--- src/include/ssef_pkg.sv ---
// Package: register map, field positions, reset values and limits for the strap and error flag bank
package ssef_pkg;

  // ----------------------------------------------------------------
  // Register byte addresses
  // ----------------------------------------------------------------
  localparam int unsigned     ADDR_W             = 8;
  localparam logic [7:0]      ADDR_ERROR_FLAGS   = 8'hc8;
  localparam logic [7:0]      ADDR_ERROR_ENABLES = 8'hca;
  localparam logic [7:0]      ADDR_GLOBAL_CMD    = 8'hd0;
  localparam logic [7:0]      ADDR_STRAPS        = 8'hd4;
  localparam logic [7:0]      ADDR_CAP_POINTER   = 8'hd8;

  // ----------------------------------------------------------------
  // Widths, reset values and masks
  // ----------------------------------------------------------------
  localparam int unsigned     FLAG_W             = 16;
  localparam logic [15:0]     ERROR_FLAGS_RESET  = 16'h0000;
  localparam logic [15:0]     ERROR_EN_RESET     = 16'h0000;
  localparam logic [15:0]     GLOBAL_CMD_RESET   = 16'h0000;
  localparam logic [15:0]     FLAG_IMPL_MASK     = 16'h037c;

  // ----------------------------------------------------------------
  // Field positions
  // ----------------------------------------------------------------
  localparam int unsigned     NONMEMORY_LOCK_BIT = 9;
  localparam int unsigned     SW_SMI_BIT         = 8;
  localparam int unsigned     TARGET_ABORT_BIT   = 6;
  localparam int unsigned     UNKNOWN_SC_BIT     = 5;
  localparam int unsigned     OUTSIDE_AP_BIT     = 4;
  localparam int unsigned     INVALID_PORT_BIT   = 3;
  localparam int unsigned     BAD_XLAT_BIT       = 2;
  localparam int unsigned     STRAP_GFX_BIT      = 3;
  localparam int unsigned     STRAP_QDEPTH_BIT   = 2;
  localparam int unsigned     GCMD_SERR_EN_BIT   = 8;

  // ----------------------------------------------------------------
  // Address windows and queue depths
  // ----------------------------------------------------------------
  localparam logic [31:0]     LEGACY_LOW_ADDR    = 32'h000a0000;
  localparam logic [31:0]     LEGACY_HIGH_ADDR   = 32'h00100000;
  localparam logic [3:0]      QDEPTH_MIN         = 4'h1;
  localparam logic [3:0]      QDEPTH_DEV_MAX     = 4'h8;
  localparam logic [3:0]      QDEPTH_BUS_MAX     = 4'hc;

endpackage : ssef_pkg

--- src/include/ssef_err_if.sv ---
// Interface: error flag set, clear, state and enable signals between the bank's modules
interface ssef_err_if #(parameter int unsigned W = 16);
  logic [W-1:0] set;
  logic [W-1:0] clr;
  logic [W-1:0] flags;
  logic [W-1:0] rise;
  logic [W-1:0] enables;
  logic         glob_en;

  modport bank (input set, input clr, output flags, output rise);
  modport gen  (input rise, input enables, input glob_en);
  modport ctrl (output set, output clr, output enables, output glob_en, input flags);
endinterface : ssef_err_if

--- src/hw/ssef_top.sv ---
// Strap status bits and sticky error flags behind a classic Wishbone slave
//
// Contract
// - Bit 3 shows graphics strap, 1 selects port
// - Video mode disables device 1, pointer zero
// - Bit 2 shows queue depth strap
// - Sixteen-bit error flags at C8h, reset zero
// - Enabled flag rising sends hub error message
// - Flags set regardless of reporting enables
// - Write one clears, zero keeps, flags sticky
// - Bit 9 flags lock outside main memory
// - Bit 8 flags software-triggered management interrupt
// - Bit 6 flags target abort on own cycle
// - Bit 5 flags unimplemented received special cycle
// - Bit 4 flags access outside graphics aperture
// - Bit 3 flags outside access legacy or high
// - Bit 2 flags invalid translation table entry
// - Per-flag enable bit gates error message
module ssef_top
  import ssef_pkg::*;
#(
  parameter logic [7:0] CAP_NEXT_PTR = 8'h40
)
(
  input  wire logic              clock,
  input  wire logic              rst_n,
  input  wire logic              wb_cyc_i,
  input  wire logic              wb_stb_i,
  input  wire logic              wb_we_i,
  input  wire logic [ADDR_W-1:0] wb_adr_i,
  input  wire logic [3:0]        wb_sel_i,
  input  wire logic [31:0]       wb_dat_i,
  output wire logic [31:0]       wb_dat_o,
  output wire logic              wb_ack_o,
  input  wire logic              graphics_port_strap,
  input  wire logic              address_line_seven_strap,
  output wire logic              graphics_port_function,
  output wire logic [3:0]        bus_queue_depth,
  output wire logic [3:0]        bus_queue_depth_on_bus,
  input  wire logic              dev1_cfg_req,
  output wire logic              dev1_cfg_claim,
  output wire logic              dev1_cfg_to_hub,
  input  wire logic              lock_cycle,
  input  wire logic [31:0]       lock_addr,
  input  wire logic [31:0]       top_of_memory,
  input  wire logic              sw_smi_trigger,
  input  wire logic              hub_target_abort,
  input  wire logic              hub_special_cycle,
  input  wire logic              hub_special_known,
  input  wire logic              gp_access,
  input  wire logic [31:0]       gp_addr,
  input  wire logic [31:0]       aperture_base,
  input  wire logic [31:0]       aperture_limit,
  input  wire logic              gp_xlat_done,
  input  wire logic              gp_xlat_invalid,
  output wire logic              serr_msg
);

  // ----------------------------------------------------------------
  // State
  // ----------------------------------------------------------------
  typedef struct packed {
    logic              ack;
    logic [31:0]       rdata;
    logic [FLAG_W-1:0] err_en;
    logic [15:0]       gcmd;
    logic              strap_taken;
    logic              gfx_mode;
    logic              qdepth_max;
    logic [3:0]        qd_dev;
    logic [3:0]        qd_bus;
    logic              dev1_claim;
    logic              dev1_to_hub;
  } ssef_top_state_t;

  ssef_top_state_t   state_reg;
  ssef_top_state_t   state_next;

  ssef_err_if #(.W(FLAG_W)) err_bus ();

  logic              bus_req;
  logic              wr_commit;
  logic [FLAG_W-1:0] lane_mask;
  logic [FLAG_W-1:0] wdata16;
  logic [31:0]       read_word;
  logic [FLAG_W-1:0] event_set;
  logic              gp_outside;
  logic              gp_legacy;
  logic              gp_above_top;
  logic              lock_nonmem;

  // ----------------------------------------------------------------
  // Bus decode
  // ----------------------------------------------------------------
  // Answer lands one cycle after the request is seen; the write is
  // committed on the same edge at which the master samples ack, so a
  // clear never acts twice and never before the master sees it.
  assign bus_req   = wb_cyc_i & wb_stb_i;
  assign wr_commit = bus_req & wb_we_i & state_reg.ack;
  assign lane_mask = {{8{wb_sel_i[1]}}, {8{wb_sel_i[0]}}};
  assign wdata16   = wb_dat_i[FLAG_W-1:0] & lane_mask;

  always_comb begin
    read_word = 32'h00000000;
    case (wb_adr_i)
      ADDR_ERROR_FLAGS: begin
        read_word[FLAG_W-1:0] = err_bus.flags & FLAG_IMPL_MASK;
      end
      ADDR_ERROR_ENABLES: begin
        read_word[FLAG_W-1:0] = state_reg.err_en;
      end
      ADDR_GLOBAL_CMD: begin
        read_word[15:0] = state_reg.gcmd;
      end
      ADDR_STRAPS: begin
        read_word[STRAP_GFX_BIT]    = state_reg.gfx_mode;
        read_word[STRAP_QDEPTH_BIT] = state_reg.qdepth_max;
      end
      ADDR_CAP_POINTER: begin
        // Without the graphics port the capability chain must end here
        read_word[7:0] = state_reg.gfx_mode ? CAP_NEXT_PTR : 8'h00;
      end
      default: begin
        read_word = 32'h00000000;
      end
    endcase
  end

  // ----------------------------------------------------------------
  // Error conditions
  // ----------------------------------------------------------------
  // Aperture checks only mean something for a live port access;
  // the translation result is taken whenever gp_xlat_done is high, with no aperture check.
  assign gp_outside   = (gp_addr < aperture_base) | (gp_addr > aperture_limit);
  assign gp_legacy    = (gp_addr >= LEGACY_LOW_ADDR) & (gp_addr < LEGACY_HIGH_ADDR);
  assign gp_above_top = gp_addr >= top_of_memory;
  assign lock_nonmem  = lock_addr >= top_of_memory;

  always_comb begin
    event_set                     = '0;
    event_set[NONMEMORY_LOCK_BIT] = lock_cycle & lock_nonmem;
    event_set[SW_SMI_BIT]         = sw_smi_trigger;
    event_set[TARGET_ABORT_BIT]   = hub_target_abort;
    event_set[UNKNOWN_SC_BIT]     = hub_special_cycle & ~hub_special_known;
    event_set[OUTSIDE_AP_BIT]     = gp_access & gp_outside;
    event_set[INVALID_PORT_BIT]   = gp_access & gp_outside & (gp_legacy | gp_above_top);
    event_set[BAD_XLAT_BIT]       = gp_xlat_done & gp_xlat_invalid;
  end

  // ----------------------------------------------------------------
  // Connections to flag bank and message generator
  // ----------------------------------------------------------------
  // Flags take their events with no dependence on any enable
  assign err_bus.set     = event_set;
  assign err_bus.clr     = (wr_commit && wb_adr_i == ADDR_ERROR_FLAGS) ? wdata16 : '0;
  assign err_bus.enables = state_reg.err_en;
  assign err_bus.glob_en = state_reg.gcmd[GCMD_SERR_EN_BIT];

  ssef_flag_bank u_flag_bank (
    .clock (clock),
    .rst_n (rst_n),
    .eb    (err_bus.bank)
  );

  ssef_msg_gen u_msg_gen (
    .clock    (clock),
    .rst_n    (rst_n),
    .eg       (err_bus.gen),
    .serr_msg (serr_msg)
  );

  // ----------------------------------------------------------------
  // Next state
  // ----------------------------------------------------------------
  always_comb begin
    state_next = state_reg;

    // Bus answer: ack for exactly one cycle per request
    state_next.ack   = bus_req & ~state_reg.ack;
    state_next.rdata = (bus_req & ~state_reg.ack & ~wb_we_i) ? read_word : 32'h00000000;

    // Register writes, honouring byte lanes
    if (wr_commit) begin
      case (wb_adr_i)
        ADDR_ERROR_ENABLES: begin
          state_next.err_en = (state_reg.err_en & ~lane_mask) | (wdata16 & FLAG_IMPL_MASK);
        end
        ADDR_GLOBAL_CMD: begin
          state_next.gcmd = (state_reg.gcmd & ~lane_mask) | wdata16;
        end
        default: begin
          state_next.gcmd = state_reg.gcmd;
        end
      endcase
    end

    // Straps are caught once, in the first cycle after reset release;
    // later pin changes are ignored, as for any power-up strap.
    if (!state_reg.strap_taken) begin
      state_next.strap_taken = 1'b1;
      state_next.gfx_mode    = graphics_port_strap;
      state_next.qdepth_max  = address_line_seven_strap;
      state_next.qd_dev      = address_line_seven_strap ? QDEPTH_DEV_MAX : QDEPTH_MIN;
      state_next.qd_bus      = address_line_seven_strap ? QDEPTH_BUS_MAX : QDEPTH_MIN;
    end

    // Device 1 exists only in graphics port mode; otherwise its
    // configuration cycles fall through to the hub.
    state_next.dev1_claim  = dev1_cfg_req & state_reg.gfx_mode;
    state_next.dev1_to_hub = dev1_cfg_req & ~state_reg.gfx_mode;
  end

  // ----------------------------------------------------------------
  // State register
  // ----------------------------------------------------------------
  always_ff @(posedge clock) begin
    if (!rst_n) begin
      state_reg.ack         <= 1'b0;
      state_reg.rdata       <= 32'h00000000;
      state_reg.err_en      <= ERROR_EN_RESET;
      state_reg.gcmd        <= GLOBAL_CMD_RESET;
      state_reg.strap_taken <= 1'b0;
      state_reg.gfx_mode    <= 1'b0;
      state_reg.qdepth_max  <= 1'b0;
      state_reg.qd_dev      <= QDEPTH_MIN;
      state_reg.qd_bus      <= QDEPTH_MIN;
      state_reg.dev1_claim  <= 1'b0;
      state_reg.dev1_to_hub <= 1'b0;
    end else begin
      state_reg <= state_next;
    end
  end

  // ----------------------------------------------------------------
  // Outputs
  // ----------------------------------------------------------------
  assign wb_ack_o               = state_reg.ack;
  assign wb_dat_o               = state_reg.rdata;
  assign graphics_port_function = state_reg.gfx_mode;
  assign bus_queue_depth        = state_reg.qd_dev;
  assign bus_queue_depth_on_bus = state_reg.qd_bus;
  assign dev1_cfg_claim         = state_reg.dev1_claim;
  assign dev1_cfg_to_hub        = state_reg.dev1_to_hub;

endmodule : ssef_top

--- src/hw/ssef_flag_bank.sv ---
// Sticky error flags with write-one-to-clear and rising-edge detection
module ssef_flag_bank
  import ssef_pkg::*;
(
  input wire logic clock,
  input wire logic rst_n,
  ssef_err_if.bank eb
);

  typedef struct packed {
    logic [FLAG_W-1:0] flags;
  } ssef_bank_state_t;

  ssef_bank_state_t  state_reg;
  ssef_bank_state_t  state_next;
  logic [FLAG_W-1:0] bit_next;

  // ----------------------------------------------------------------
  // Per-bit next value
  // ----------------------------------------------------------------
  // A set in the cycle of a clear wins so no event is lost
  for (genvar i = 0; i < FLAG_W; i++) begin : g_bit
    if (FLAG_IMPL_MASK[i]) begin : g_impl
      assign bit_next[i] = eb.set[i] | (state_reg.flags[i] & ~eb.clr[i]);
    end else begin : g_rsvd
      assign bit_next[i] = 1'b0;
    end
  end

  always_comb begin
    state_next       = state_reg;
    state_next.flags = bit_next;
  end

  always_ff @(posedge clock) begin
    if (!rst_n) begin
      state_reg.flags <= ERROR_FLAGS_RESET;
    end else begin
      state_reg <= state_next;
    end
  end

  assign eb.flags = state_reg.flags;
  assign eb.rise  = eb.set & ~state_reg.flags & FLAG_IMPL_MASK;

endmodule : ssef_flag_bank

--- src/hw/ssef_msg_gen.sv ---
// Hub system error message generator gated by per-flag and global enables
module ssef_msg_gen
  import ssef_pkg::*;
(
  input  wire logic clock,
  input  wire logic rst_n,
  ssef_err_if.gen   eg,
  output wire logic serr_msg
);

  typedef struct packed {
    logic msg;
  } ssef_msg_state_t;

  ssef_msg_state_t state_reg;
  ssef_msg_state_t state_next;

  always_comb begin
    state_next     = state_reg;
    state_next.msg = eg.glob_en & (|(eg.rise & eg.enables));
  end

  always_ff @(posedge clock) begin
    if (!rst_n) begin
      state_reg.msg <= 1'b0;
    end else begin
      state_reg <= state_next;
    end
  end

  assign serr_msg = state_reg.msg;

endmodule : ssef_msg_gen

--- config.mk ---
export PLATFORM = sky130hd
export DESIGN_NAME = ssef_top
export DESIGN_NICKNAME = d
export VERILOG_FILES = /design/src/include/ssef_pkg.sv /design/src/include/ssef_err_if.sv /design/src/hw/ssef_top.sv /design/src/hw/ssef_flag_bank.sv /design/src/hw/ssef_msg_gen.sv
export SDC_FILE = /design/constraint.sdc
export NUM_CORES = 1
export LEC_CHECK = 0
export ABC_CLOCK_PERIOD_IN_PS = 3800
export BUFFER_PORTS_ARGS = -buffer_cell sky130_fd_sc_hd__buf_2
export CAP_MARGIN = 20
export CORE_MARGIN = 2
export CORE_UTILIZATION = 35
export CTS_BUF_LIST = sky130_fd_sc_hd__clkbuf_8 sky130_fd_sc_hd__clkbuf_16
export DETAILED_ROUTE_END_ITERATION = 16
export SYNTH_ARGS = -nofsm -noshare
export SYNTH_HDL_FRONTEND = slang
export SYNTH_HIERARCHICAL = 1
export SYNTH_SLANG_ARGS = --single-unit
--- constraint.sdc ---
create_clock -name clock -period 3.8 [get_ports clock]
set_input_delay 0.57 -clock clock [delete_from_list [all_inputs] [get_ports clock]]
set_output_delay 0.57 -clock clock [all_outputs]
set_load 0.01 [all_outputs]
-- Word level (Yosys, flattened, before mapping)
Index checks and enable logic that the tools add are counted.
- magnitude comparators: 6
- equal/unequal tests: 5
- muxes and demuxes: 8
- bitwise gates (word level): 50
- reduce and logical (&&, ||, !) cells: 5
- operator list (kind ; count):
    $ge A32 B32 Y1 ; 2
    $and A16 B16 Y16 ; 3
    $eq A8 B8 Y1 const B ; 5
    $ge A32 B20 Y1 const B ; 1
    $gt A32 B32 Y1 ; 1
    $lt A32 B21 Y1 const B ; 1
    $lt A32 B32 Y1 ; 1
    $pmux W8 S3 ; 1
    $and A1 B1 Y1 ; 21
    $and A10 B16 Y16 ; 1
    $not A16 Y16 ; 1
    $or A16 B10 Y16 ; 1
    $or A16 B16 Y16 ; 1
    $pmux W4 S4 ; 1
    $reduce_or A16 Y1 ; 1
    $not A1 Y1 ; 11
    $and A10 B10 Y10 ; 1
    $mux W10 ; 1
    $not A10 Y10 ; 1
    $pmux W2 S5 ; 1
    $or A1 B1 Y1 ; 9
    $mux W4 ; 2
    $mux W7 ; 1
    $pmux W2 S3 ; 1
    other kinds (2) ; 4
- register bits after elaboration: 86
- bits of input ports: 220
- logic and storage cells: 88

-- Depth between registers and ports, before layout
Gate-level depths: netlist of run 1.
- depth after elaboration: 8
- gate-level depth with buffers: 13
- depth with buffers taken out: 13

-- Cells and area by module
Netlist of run 1, hierarchy kept.
- by module, submodules not included (module ; times used ; cells an instance ; area each (µm²) ; seq. area each (µm²)):
    ssef_top ; 1 ; 669 ; 5555.3 ; 1101.1
    ssef_flag_bank ; 1 ; 47 ; 419.2 ; 140.1
    ssef_msg_gen ; 1 ; 11 ; 127.6 ; 20.0

-- Least setup slack after synthesis of run 1
OpenSTA, ideal clock, no wires.
- path type: input-to-reg
- start: in top_of_memory[29]
- end: reg u_msg_gen.state_reg (netlist: u_msg_gen/serr_msg)
- data arrival time: 2.629 ns
- data required time: 3.741 ns
- path slack: 1.112 ns
- stages: 12
- cells stage by stage: inv_1 ha_1 nand4_1 or4_1 a211o_1 a311oi_1 o41ai_1 a21oi_1 nor2b_1 a221oi_2 nand4_1 and3_1
- cells in the longest elaborated chain, start to end: 7
- RTL lines (item ; RTL line ; RTL):
    start, declared ; ssef_top.sv:45 ; input wire logic [31:0] top_of_memory,
    $ge A32 B32 Y1 ; ssef_top.sv:136 ; assign gp_above_top = gp_addr >= top_of_memory;
    $or A1 B1 Y1 ; ssef_top.sv:146 ; event_set[INVALID_PORT_BIT] = gp_access & gp_outside & (gp_legacy | gp_above_top);
    $and A1 B1 Y1 ; ssef_top.sv:146 ;
    net err_bus.set[3] ; ssef_err_if.sv:3 ; logic [W-1:0] set;
    $and A10 B10 Y10 ; ssef_flag_bank.sv:44 ; assign eb.rise = eb.set & ~state_reg.flags & FLAG_IMPL_MASK;
    net err_bus.rise[3] ; ssef_err_if.sv:6 ; logic [W-1:0] rise;
    $and A10 B16 Y16 ; ssef_msg_gen.sv:20 ; state_next.msg = eg.glob_en & (|(eg.rise & eg.enables));
    $reduce_or A16 Y1 ; ssef_msg_gen.sv:20 ;
    $and A1 B1 Y1 ; ssef_msg_gen.sv:20 ;
    end signal, assigned ; ssef_msg_gen.sv:27 ; state_reg <= state_next;
    end, declared ; ssef_msg_gen.sv:15 ; ssef_msg_state_t state_reg;
The timed path passes the listed nets, and every way through them passes these cells.
A chain may end at the register's enable or synchronous reset.

-- Worst setup path in the final report of run 1
- start: in gp_addr[29]
- end: reg u_msg_gen.state_reg (netlist: u_msg_gen/serr_msg)
- cells in the longest elaborated chain, start to end: 8
- RTL lines (item ; RTL line ; RTL):
    start, declared ; ssef_top.sv:51 ; input wire logic [31:0] gp_addr,
    $lt A32 B32 Y1 (tied with other cells) ; ssef_top.sv:134 ; assign gp_outside = (gp_addr < aperture_base) | (gp_addr > aperture_limit);
    $or A1 B1 Y1 or $and A1 B1 Y1 (tied branches) ; ssef_top.sv:134, ssef_top.sv:135 ;
    $and A1 B1 Y1 or $or A1 B1 Y1 (tied branches) ; ssef_top.sv:146 ;
    $and A1 B1 Y1 * ; ssef_top.sv:146 ;
    net err_bus.set[3] ; ssef_err_if.sv:3 ;
    $and A10 B10 Y10 * ; ssef_flag_bank.sv:44 ;
    net err_bus.rise[3] ; ssef_err_if.sv:6 ;
    $and A10 B16 Y16 * ; ssef_msg_gen.sv:20 ;
    $reduce_or A16 Y1 * ; ssef_msg_gen.sv:20 ;
    $and A1 B1 Y1 * ; ssef_msg_gen.sv:20 ;
The timed path passes the listed nets; every way through them passes the cells marked *.

==> impl_results.md, run 1 <==
- Status: finished, final reports clean
- Setup violators final: 0
- Final Core Density: 44.3%
- Worst Skew: ~0.0029 ns
- Final Slew Violations: 0
- Commonest non-fill, non-tap cells in the layout: 227 x buf_2, 127 x ha_1, 100 x inv_1, 63 x dfxtp_1, 49 x nor2b_1
- Die area: 18100 um^2
- Final Hold Fails: 0
- CP Launch Type: input port
- Leakage: 3.91 nW
- CTS buffer count: 9
- Vias per cell: ~4.8
- Post-DP HPWL: 14500 um
- Slew of the pin with the lowest slew margin: 0.520 ns
- Internal power: ~0.0013 W
- Clock Latency Late Sink: roughly 0.32 ns
- Share of cells above drive strength 1: a little over a quarter
- Worst setup EP type: flip-flop
- Mapped Cells: 709
- DRT iter0 DRCs: 219
- Clock Tree Root: clkbuf_16
- CP max-delay cell: or4_1
- Top-Level Pins: approximately 270
- DRC: 0
- Layout area overhead: 23.4%
- Part of the power in registers: approximately 36%
- H-tree levels: 3
- Initial antenna violation count: 6
- Initial Util: between 30% and 40%
- Worst setup path class: in2reg
- Setup bufs post-CTS: 0
- Achievable Freq: 328 MHz
- CTS tree: yes
- # port buffers: 227
- Die Y: 135 um
- Setup_tns: 0 ns
- Maxcap violations: 0
- Core area: 16600 um^2
- Routed WL: 16500 um
- IR drop worst, VDD: 194 uV
- CP Max Fanout: 4
- Commonest non-fill, non-tap cell in the layout: buf_2
- Gp weighted congestion: between 0.8 and 0.9
- Synth warn: 6
- Wire per inst: 14.4 um
- CTS sink cnt: 63
- Combinational Power Share: 25.2%
- Vias post-DR: 5522
- Arr. time, crit path: 3.31 ns
- Slowest stage delay, CP: 0.64 ns
- Rows: 47
- Most used cell, CP: nand4_1
- Fin crit period: roughly 3 ns
- Clk pwr share: 38.5%
- Hold Crit Class: in2reg
- Synthesized area per cell: 8.43 um^2
- CTS max path bufs: 2
- Largest net degree at the start of global routing: 42
- Overall Power: 0.00187 W
- Relative slew slack: between 60% and 70%
- Drt pass-1 iters: 6
- CTS resizes: 0
- Grt ovf: 0
- First-pass GRT wire length: 26300 um
- Hold-fix buffers, CTS: 0
- Final period util: 80.1%
- Nets: 1265
- Required @ worst endpoint: 4.07 ns
- Sw frac: 28.1%
- Cell breakdown of the critical path: buf_2 > ha_1 > nand4_1 > or4_1 > a211o_1 > a311oi_1 > o41ai_1 > a21oi_1 > nor2b_1 > a221oi_2 > nand4_1 > and3_1
- Post-Syn Area: 5980 um^2
- Clk slew on worst S/H paths: 0.05 ns
- P_sw: 0.000525 W
- Detail Route Antenna Nets: 0
- Pwr Density: 254 nW/um^2
- Unrepaired setup endpoints after global routing: false
- Die width: 135 um
- Number of global-route vias before repair: 5540
- Global-route total usage across every layer: between 10% and 20%
[power by group through the flow]
stage	clock network (W)	logic, W	registers [W]
after floorplan	0	0.000292	0.000692
after CTS	0.000740	0.000476	0.000679
after global placement	0	0.000467	0.000693
after detailed placement	0	0.000472	0.000693
final	0.000721	0.000471	0.000679
after global routing	0.000776	0.000546	0.000680
[critical path: cells and delay by family]
family / cells / cell delay [ns]
AND/OR/NAND/NOR: 5 / 1.25
AO/OA/AOI/OAI: 5 / 1.06
adder cells (fa/ha/maj): 1 / 0.30
buffers and inverters: 1 / 0.14
[area by class of cell]
type	instances	area, um^2
fillers	1711	9260
multi-input cells	513	4020
flip-flops and latches	63	1260
repair buffers	232	1170
inverters	99	372
well taps	220	275
clock buffers	10	239
clock inverters	5	26.3
diodes	4	10.0
[path summary, 6_finish.rpt]
path,from,end,slack (ns),cells after the start
worst max register to register,wb_ack_o,flip-flop,2.06,6
worst max-delay path,gp_addr[29],u_msg_gen/serr_msg,0.76,12
worst min-delay path,address_line_seven_strap,bus_queue_depth[0],0.47,2
worst min register to register,flip-flop,u_msg_gen/serr_msg,0.49,1
[routing by layer]
layer,global-route usage (%),vias to the layer above,part of all wire (%)
li1,-,2877,-
met1,23.7,2457,46
met2,30.4,169,46
met3,4.69,15,6.3
met4,3.22,4,0.82
met5,0,-,0.16
[through the flow]
step / setup slack [ns] / std cells / hold WS [ns] / area (um^2)
after CTS: 0.724 / 1142 / 0.456 / 7370
final: 0.755 / 1146 / 0.466 / 7380
after global routing: 0.558 / 1146 / 0.460 / 7380
after floorplan: 1.11 / 735 / 0.445 / 6080
after global placement: 0.440 / 1127 / 0.480 / 7100
after detailed placement: 0.381 / 1127 / 0.486 / 7100
No activity file was read; power rests on OpenSTA's default activity.
==> run 2, diff against run 1 <==
ABC_CLOCK_PERIOD_IN_PS = 3070   (was 3800)
clock period = 3.07 ns   (was 3.8 ns; I/O delays follow)
==> impl_results.md, run 2 (same netlist as run 1, synthesis figures left out) <==
- WHS Path Cells: 2 (unchanged)
- Vias per cell: 4.80 (was 4.82)
- Top-Level Pins: 265 (unchanged)
- Drt pass-1 iters: 5 (was 6)
- Global-route total usage across every layer: 18.0% (was 18.1%)
- DP Area: 7280 um^2 (was 7100 um^2)
- Gp weighted congestion: 0.848 (was 0.855)
- Core area: 16600 um^2 (unchanged)
- Hold-fix buffers, CTS: 0 (unchanged)
- Detail Route Antenna Nets: 0 (unchanged)
- Initial Util: 35.9% (unchanged)
- Share of cells above drive strength 1: 29.2% (was 27.4%)
- IR drop worst, VDD: 259 uV (was 194 uV)
- Final Hold Fails: 0 (unchanged)
- Rows: 47 (unchanged)
- Clock Latency Late Sink: 0.32 ns (about the same)
- Die width: 135 um (unchanged)
- Met1 Use GR: 23.5% (was 23.7%)
- Slew of the pin with the lowest slew margin: 0.606 ns (was 0.520 ns)
- First-pass GRT wire length: 26000 um (was 26300 um)
- Maxcap violations: 0 (unchanged)
- Worst setup path class: in2reg (unchanged)
- Fin crit period: around 2.8 ns
- Wire per inst: 14.3 um (was 14.4 um)
- Required @ worst endpoint: 3.34 ns (was 4.07 ns)
- Worst Skew: 0.00487 ns (was 0.00288 ns)
- Final Cell Area: 7570 um^2 (was 7380 um^2)
- Post-DP HPWL: 14700 um (was 14500 um)
- R2R depth: 6 (unchanged)
- Worst setup EP type: flip-flop (unchanged)
- Initial antenna violation count: 4 (was 6)
- Global routing's busiest layer: met2 (unchanged)
- Number of global-route vias before repair: 5398 (was 5540)
- Die Y: 135 um (unchanged)
- Setup violators final: 0 (unchanged)
- CTS resizes: 0 (unchanged)
- CTS max path bufs: 2 (unchanged)
- DRT iter0 DRCs: 235 (was 219)
- Commonest non-fill, non-tap cell in the layout: buf_2 (unchanged)
- Vias post-DR: 5599 (was 5522)
- CTS sink cnt: 63 (unchanged)
- Nets: 1288 (was 1265)
- Met2 Use GR: 30.7% (was 30.4%)
- CP Launch Type: input port (unchanged)
- # port buffers: 227 (unchanged)
- Setup_tns: 0 ns (unchanged)
- Achievable Freq: 359 MHz
- Pwr Density: 321 nW/um^2 (was 254 nW/um^2)
- DRC: 0 (unchanged)
- Hold Crit Class: in2reg (unchanged)
- Layout area overhead: 26.6% (was 23.4%)
- Arr. time, crit path: 3.05 ns (was 3.31 ns)
- Status: finished, final reports clean (unchanged)
- R2R setup slack: 1.36 ns (was 2.06 ns)
- H-tree levels: 3 (unchanged)
- CP Max Fanout: 2 (was 4)
- M3 GR Usage: 4.02% (was 4.69%)
- Grt ovf: 0 (unchanged)
- Unrepaired setup endpoints after global routing: false (unchanged)
- Die area: 18100 um^2 (unchanged)
- WHS: 0.354 ns (was 0.466 ns)
- Clock Tree Root: clkbuf_16 (unchanged)
- Final period util: 90.7%
- Clk slew on worst S/H paths: 0.05 ns (about the same)
- CTS buffer count: 9 (unchanged)
- CTS tree: yes (unchanged)
- Overall Power: 0.00243 W (was 0.00187 W)
- Setup bufs post-CTS: 0 (unchanged)
- Commonest non-fill, non-tap cells in the layout: 227 x buf_2, 127 x ha_1, 101 x inv_1, 63 x dfxtp_1, 49 x nor2b_1 (was 227 x buf_2, 127 x ha_1, 100 x inv_1, 63 x dfxtp_1, 49 x nor2b_1)
- Largest net degree at the start of global routing: 42 (unchanged)
- Leakage: 4.04 nW (was 3.91 nW)
- Routed WL: 16700 um (was 16500 um)
- Relative slew slack: 59.6% (was 65.4%)
- Final Slew Violations: 0 (unchanged)
run 2: changes by cell type in the layout (fill, tap and decap cells not counted):
cell        delta
buf_4         +23
diode_2        -3
bufinv_16      +1
clkinvlp_4     -1
inv_1          +1
run 2: final timing paths:
check,start,to
min reg2reg,u_flag_bank/eb.flags[3],wb_dat_o[3]
max reg2reg,wb_ack_o,flip-flop
max,top_of_memory[29],u_msg_gen/serr_msg
min,address_line_seven_strap,bus_queue_depth[0]
run 2: routing by layer:
metal  vias to the layer above  share of wire (%)
met5                         -               0.23
met4                         6                1.0
met3                        17                6.1
met2                       160                 47
met1                      2499                 46
li1                       2917                  -
run 2: final cells by class:
type                    count  area, um^2
fillers                  1726        9070
multi-input cells         513        4020
repair buffers            255        1350
flip-flops and latches     63        1260
inverters                  99         372
well taps                 220         275
clock buffers              10         239
clock inverters             6        52.6
diodes                      1        2.50
run 2: where the power goes:
part	internal [W]	total [W]	switching, W
clock network	0.000639	0.000976	0.000338
logic	0.000302	0.000610	0.000307
registers	0.000831	0.000841	0.00000951
total	0.00177	0.00243	0.000655
run 2: metrics by stage:
| stage | utilization, % | setup WS (ns) | cells |
|---|---|---|---|
| 4_1_cts | 45.5 | 0.260 | 1166 |
| 6_report | 45.5 | 0.286 | 1167 |
| 3_3_place_gp | 43.7 | -0.0469 | 1150 |
| 5_1_grt | 45.5 | 0.0894 | 1167 |
| 3_5_place_dp | 43.7 | -0.0838 | 1150 |
| 2_1_floorplan | - | 0.491 | 735 |
run 2: critical path, stage by stage:
cell	delay [ns]
buf_2	0.08
inv_1	0.06
ha_1	0.29
nand4_1	0.11
or4_1	0.63
a211o_1	0.26
a311oi_1	0.21
buf_4	0.16
o41ai_1	0.05
a21oi_1	0.20
nor2b_1	0.20
a221oi_2	0.09
nand4_1	0.09
and3_1	0.15
==> run 3, diff against run 2 <==
PLACE_DENSITY_LB_ADDON = 0.2   (was unset)
==> impl_results.md, run 3 (same netlist as run 1, synthesis figures left out) <==
- Initial Util: 35.9% (unchanged)
- Sequential cell area: 1260 um^2 (unchanged)
- CTS tree: yes (unchanged)
- Die Y: 135 um (unchanged)
- IR drop worst, VDD: 218 uV (was 259 uV)
- Status: finished, final reports clean (unchanged)
- Detail Route Antenna Nets: 0 (unchanged)
- Final Hold Fails: 0 (unchanged)
- Setup bufs post-CTS: 0 (unchanged)
- Layout area overhead: 25.7% (was 26.6%)
- Wire per inst: 14.2 um (was 14.3 um)
- Rows: 47 (unchanged)
- Number of global-route vias before repair: 5402 (was 5398)
- Fin crit period: 2.80 ns (was 2.78 ns)
- Achievable Freq: 357 MHz (was 359 MHz)
- Clk slew on worst S/H paths: 0.05 ns (about the same)
- Worst setup EP type: flip-flop (unchanged)
- Hold Crit Class: in2reg (unchanged)
- Maxcap violations: 0 (unchanged)
- Grt ovf: 0 (unchanged)
- Worst Skew: 0.00504 ns (was 0.00487 ns)
- Share of cells above drive strength 1: 28.9% (was 29.2%)
- Global-route total usage across every layer: 18.0% (about the same)
- Required @ worst endpoint: 3.34 ns (about the same)
- CTS sink cnt: 63 (unchanged)
- Largest net degree at the start of global routing: 42 (unchanged)
- Die area: 18100 um^2 (unchanged)
- Hold-fix buffers, CTS: 0 (unchanged)
- Vias post-DR: 5546 (was 5599)
- Slew of the pin with the lowest slew margin: 0.523 ns (was 0.606 ns)
- Setup violators final: 0 (unchanged)
- CP Max Fanout: 2 (unchanged)
- DRT iter0 DRCs: 207 (was 235)
- Final Slew Violations: 0 (unchanged)
- Pwr Density: 308 nW/um^2 (was 321 nW/um^2)
- CP Launch Type: input port (unchanged)
- Final period util: 91.3% (was 90.7%)
- Cell breakdown of the critical path: buf_2 > inv_1 > ha_1 > nand4_1 > or4_1 > a211o_1 > a311oi_1 > buf_4 > o41ai_1 > a21oi_1 > nor2b_1 > a221oi_2 > nand4_1 > and3_1 (unchanged)
- Gp weighted congestion: 0.855 (was 0.848)
- CTS max path bufs: 2 (unchanged)
- R2R setup slack: 1.43 ns (was 1.36 ns)
- Setup_tns: 0 ns (unchanged)
- Final Core Density: 45.1% (was 45.5%)
- Commonest non-fill, non-tap cell in the layout: buf_2 (unchanged)
- Die width: 135 um (unchanged)
- Drt pass-1 iters: 4 (was 5)
- Clock Latency Late Sink: 0.32 ns (about the same)
- Arr. time, crit path: 3.07 ns (was 3.05 ns)
- CTS buffer count: 9 (unchanged)
- Unrepaired setup endpoints after global routing: false (unchanged)
- Non-filler cells, final: 1163 (was 1167)
- First-pass GRT wire length: 25900 um (was 26000 um)
- Nets: 1285 (was 1288)
- Worst setup path class: in2reg (unchanged)
- Vias per cell: 4.77 (was 4.80)
- Commonest non-fill, non-tap cells in the layout: 227 x buf_2, 127 x ha_1, 100 x inv_1, 63 x dfxtp_1, 49 x nor2b_1 (was 227 x buf_2, 127 x ha_1, 101 x inv_1, 63 x dfxtp_1, 49 x nor2b_1)
- Slowest stage delay, CP: 0.60 ns (was 0.63 ns)
- Leakage: 3.99 nW (was 4.04 nW)
- Most used cell, CP: nand4_1 (unchanged)
- # port buffers: 227 (unchanged)
- Post-DP HPWL: 14500 um (was 14700 um)
- Clock Tree Root: clkbuf_16 (unchanged)
- Overall Power: 0.00231 W (was 0.00243 W)
- DRC: 0 (unchanged)
- Top-Level Pins: 265 (unchanged)
- CP max-delay cell: or4_1 (unchanged)
- CTS resizes: 0 (unchanged)
- H-tree levels: 3 (unchanged)
- Initial antenna violation count: 2 (was 4)
- Multi-input combinational cell area: 4020 um^2 (unchanged)
- Relative slew slack: 65.1% (was 59.6%)
- Core area: 16600 um^2 (unchanged)
- Placed Cells incl. Taps: 1147 (was 1150)
- Routed WL: 16600 um (was 16700 um)
- Fillers: 1694 (was 1726)
==> run 3: layout make-up <==
| class | instances | share of cell area [%] |
|---|---|---|
| clock buffer | 9 | 3.00 |
| clock inverter | 5 | 0.383 |
| sequential | 63 | 16.8 |
| multi-input combinational | 513 | 53.5 |
| antenna | 2 | 0.0666 |
| timing repair buffer | 252 | 17.6 |
| inverter | 99 | 4.95 |
| tap | 220 | 3.66 |
==> run 3: through the flow <==
stage               setup slack, ns  instance area (um^2)  hold slack (ns)
CTS                           0.205                  7510            0.343
floorplan                     0.491                  6080            0.445
finish                        0.267                  7510            0.355
detailed placement           -0.113                  7250            0.482
global route                 0.0101                  7510            0.350
global placement            -0.0475                  7250            0.474
==> run 3: critical path: cells and delay by family <==
family / cells / cell delay, ns
adders and majority gates: 1 / 0.30
and+or+nand+nor: 5 / 1.14
AOI/OAI and AO/OA: 5 / 0.85
buffers and inverters: 3 / 0.32
==> run 3: layer usage <==
layer | vias to the layer above | GRT usage (%) | routed length, um
li1 | 2908 | - | -
met1 | 2455 | 23.4 | 7610
met2 | 164 | 30.5 | 7710
met3 | 19 | 3.34 | 961
met4 | 0 | 4.50 | 265
met5 | - | 0 | 0
==> run 3: power breakdown <==
group | switching (W) | leakage (nW) | internal [W]
Combinational | 0.000309 | 3.36 | 0.000299
Clock | 0.000337 | 0.124 | 0.000529
Sequential | 0.00000943 | 0.511 | 0.000831
Total | 0.000655 | 3.99 | 0.00166
==> run 3: worst paths after layout <==
path,cells past startpoint,endpoint,start
worst max-delay path,14,u_msg_gen/serr_msg,top_of_memory[25]
worst min-delay path,2,bus_queue_depth[0],address_line_seven_strap
worst max register to register,6,wb_dat_o[2],wb_ack_o
worst min register to register,2,flip-flop,flip-flop
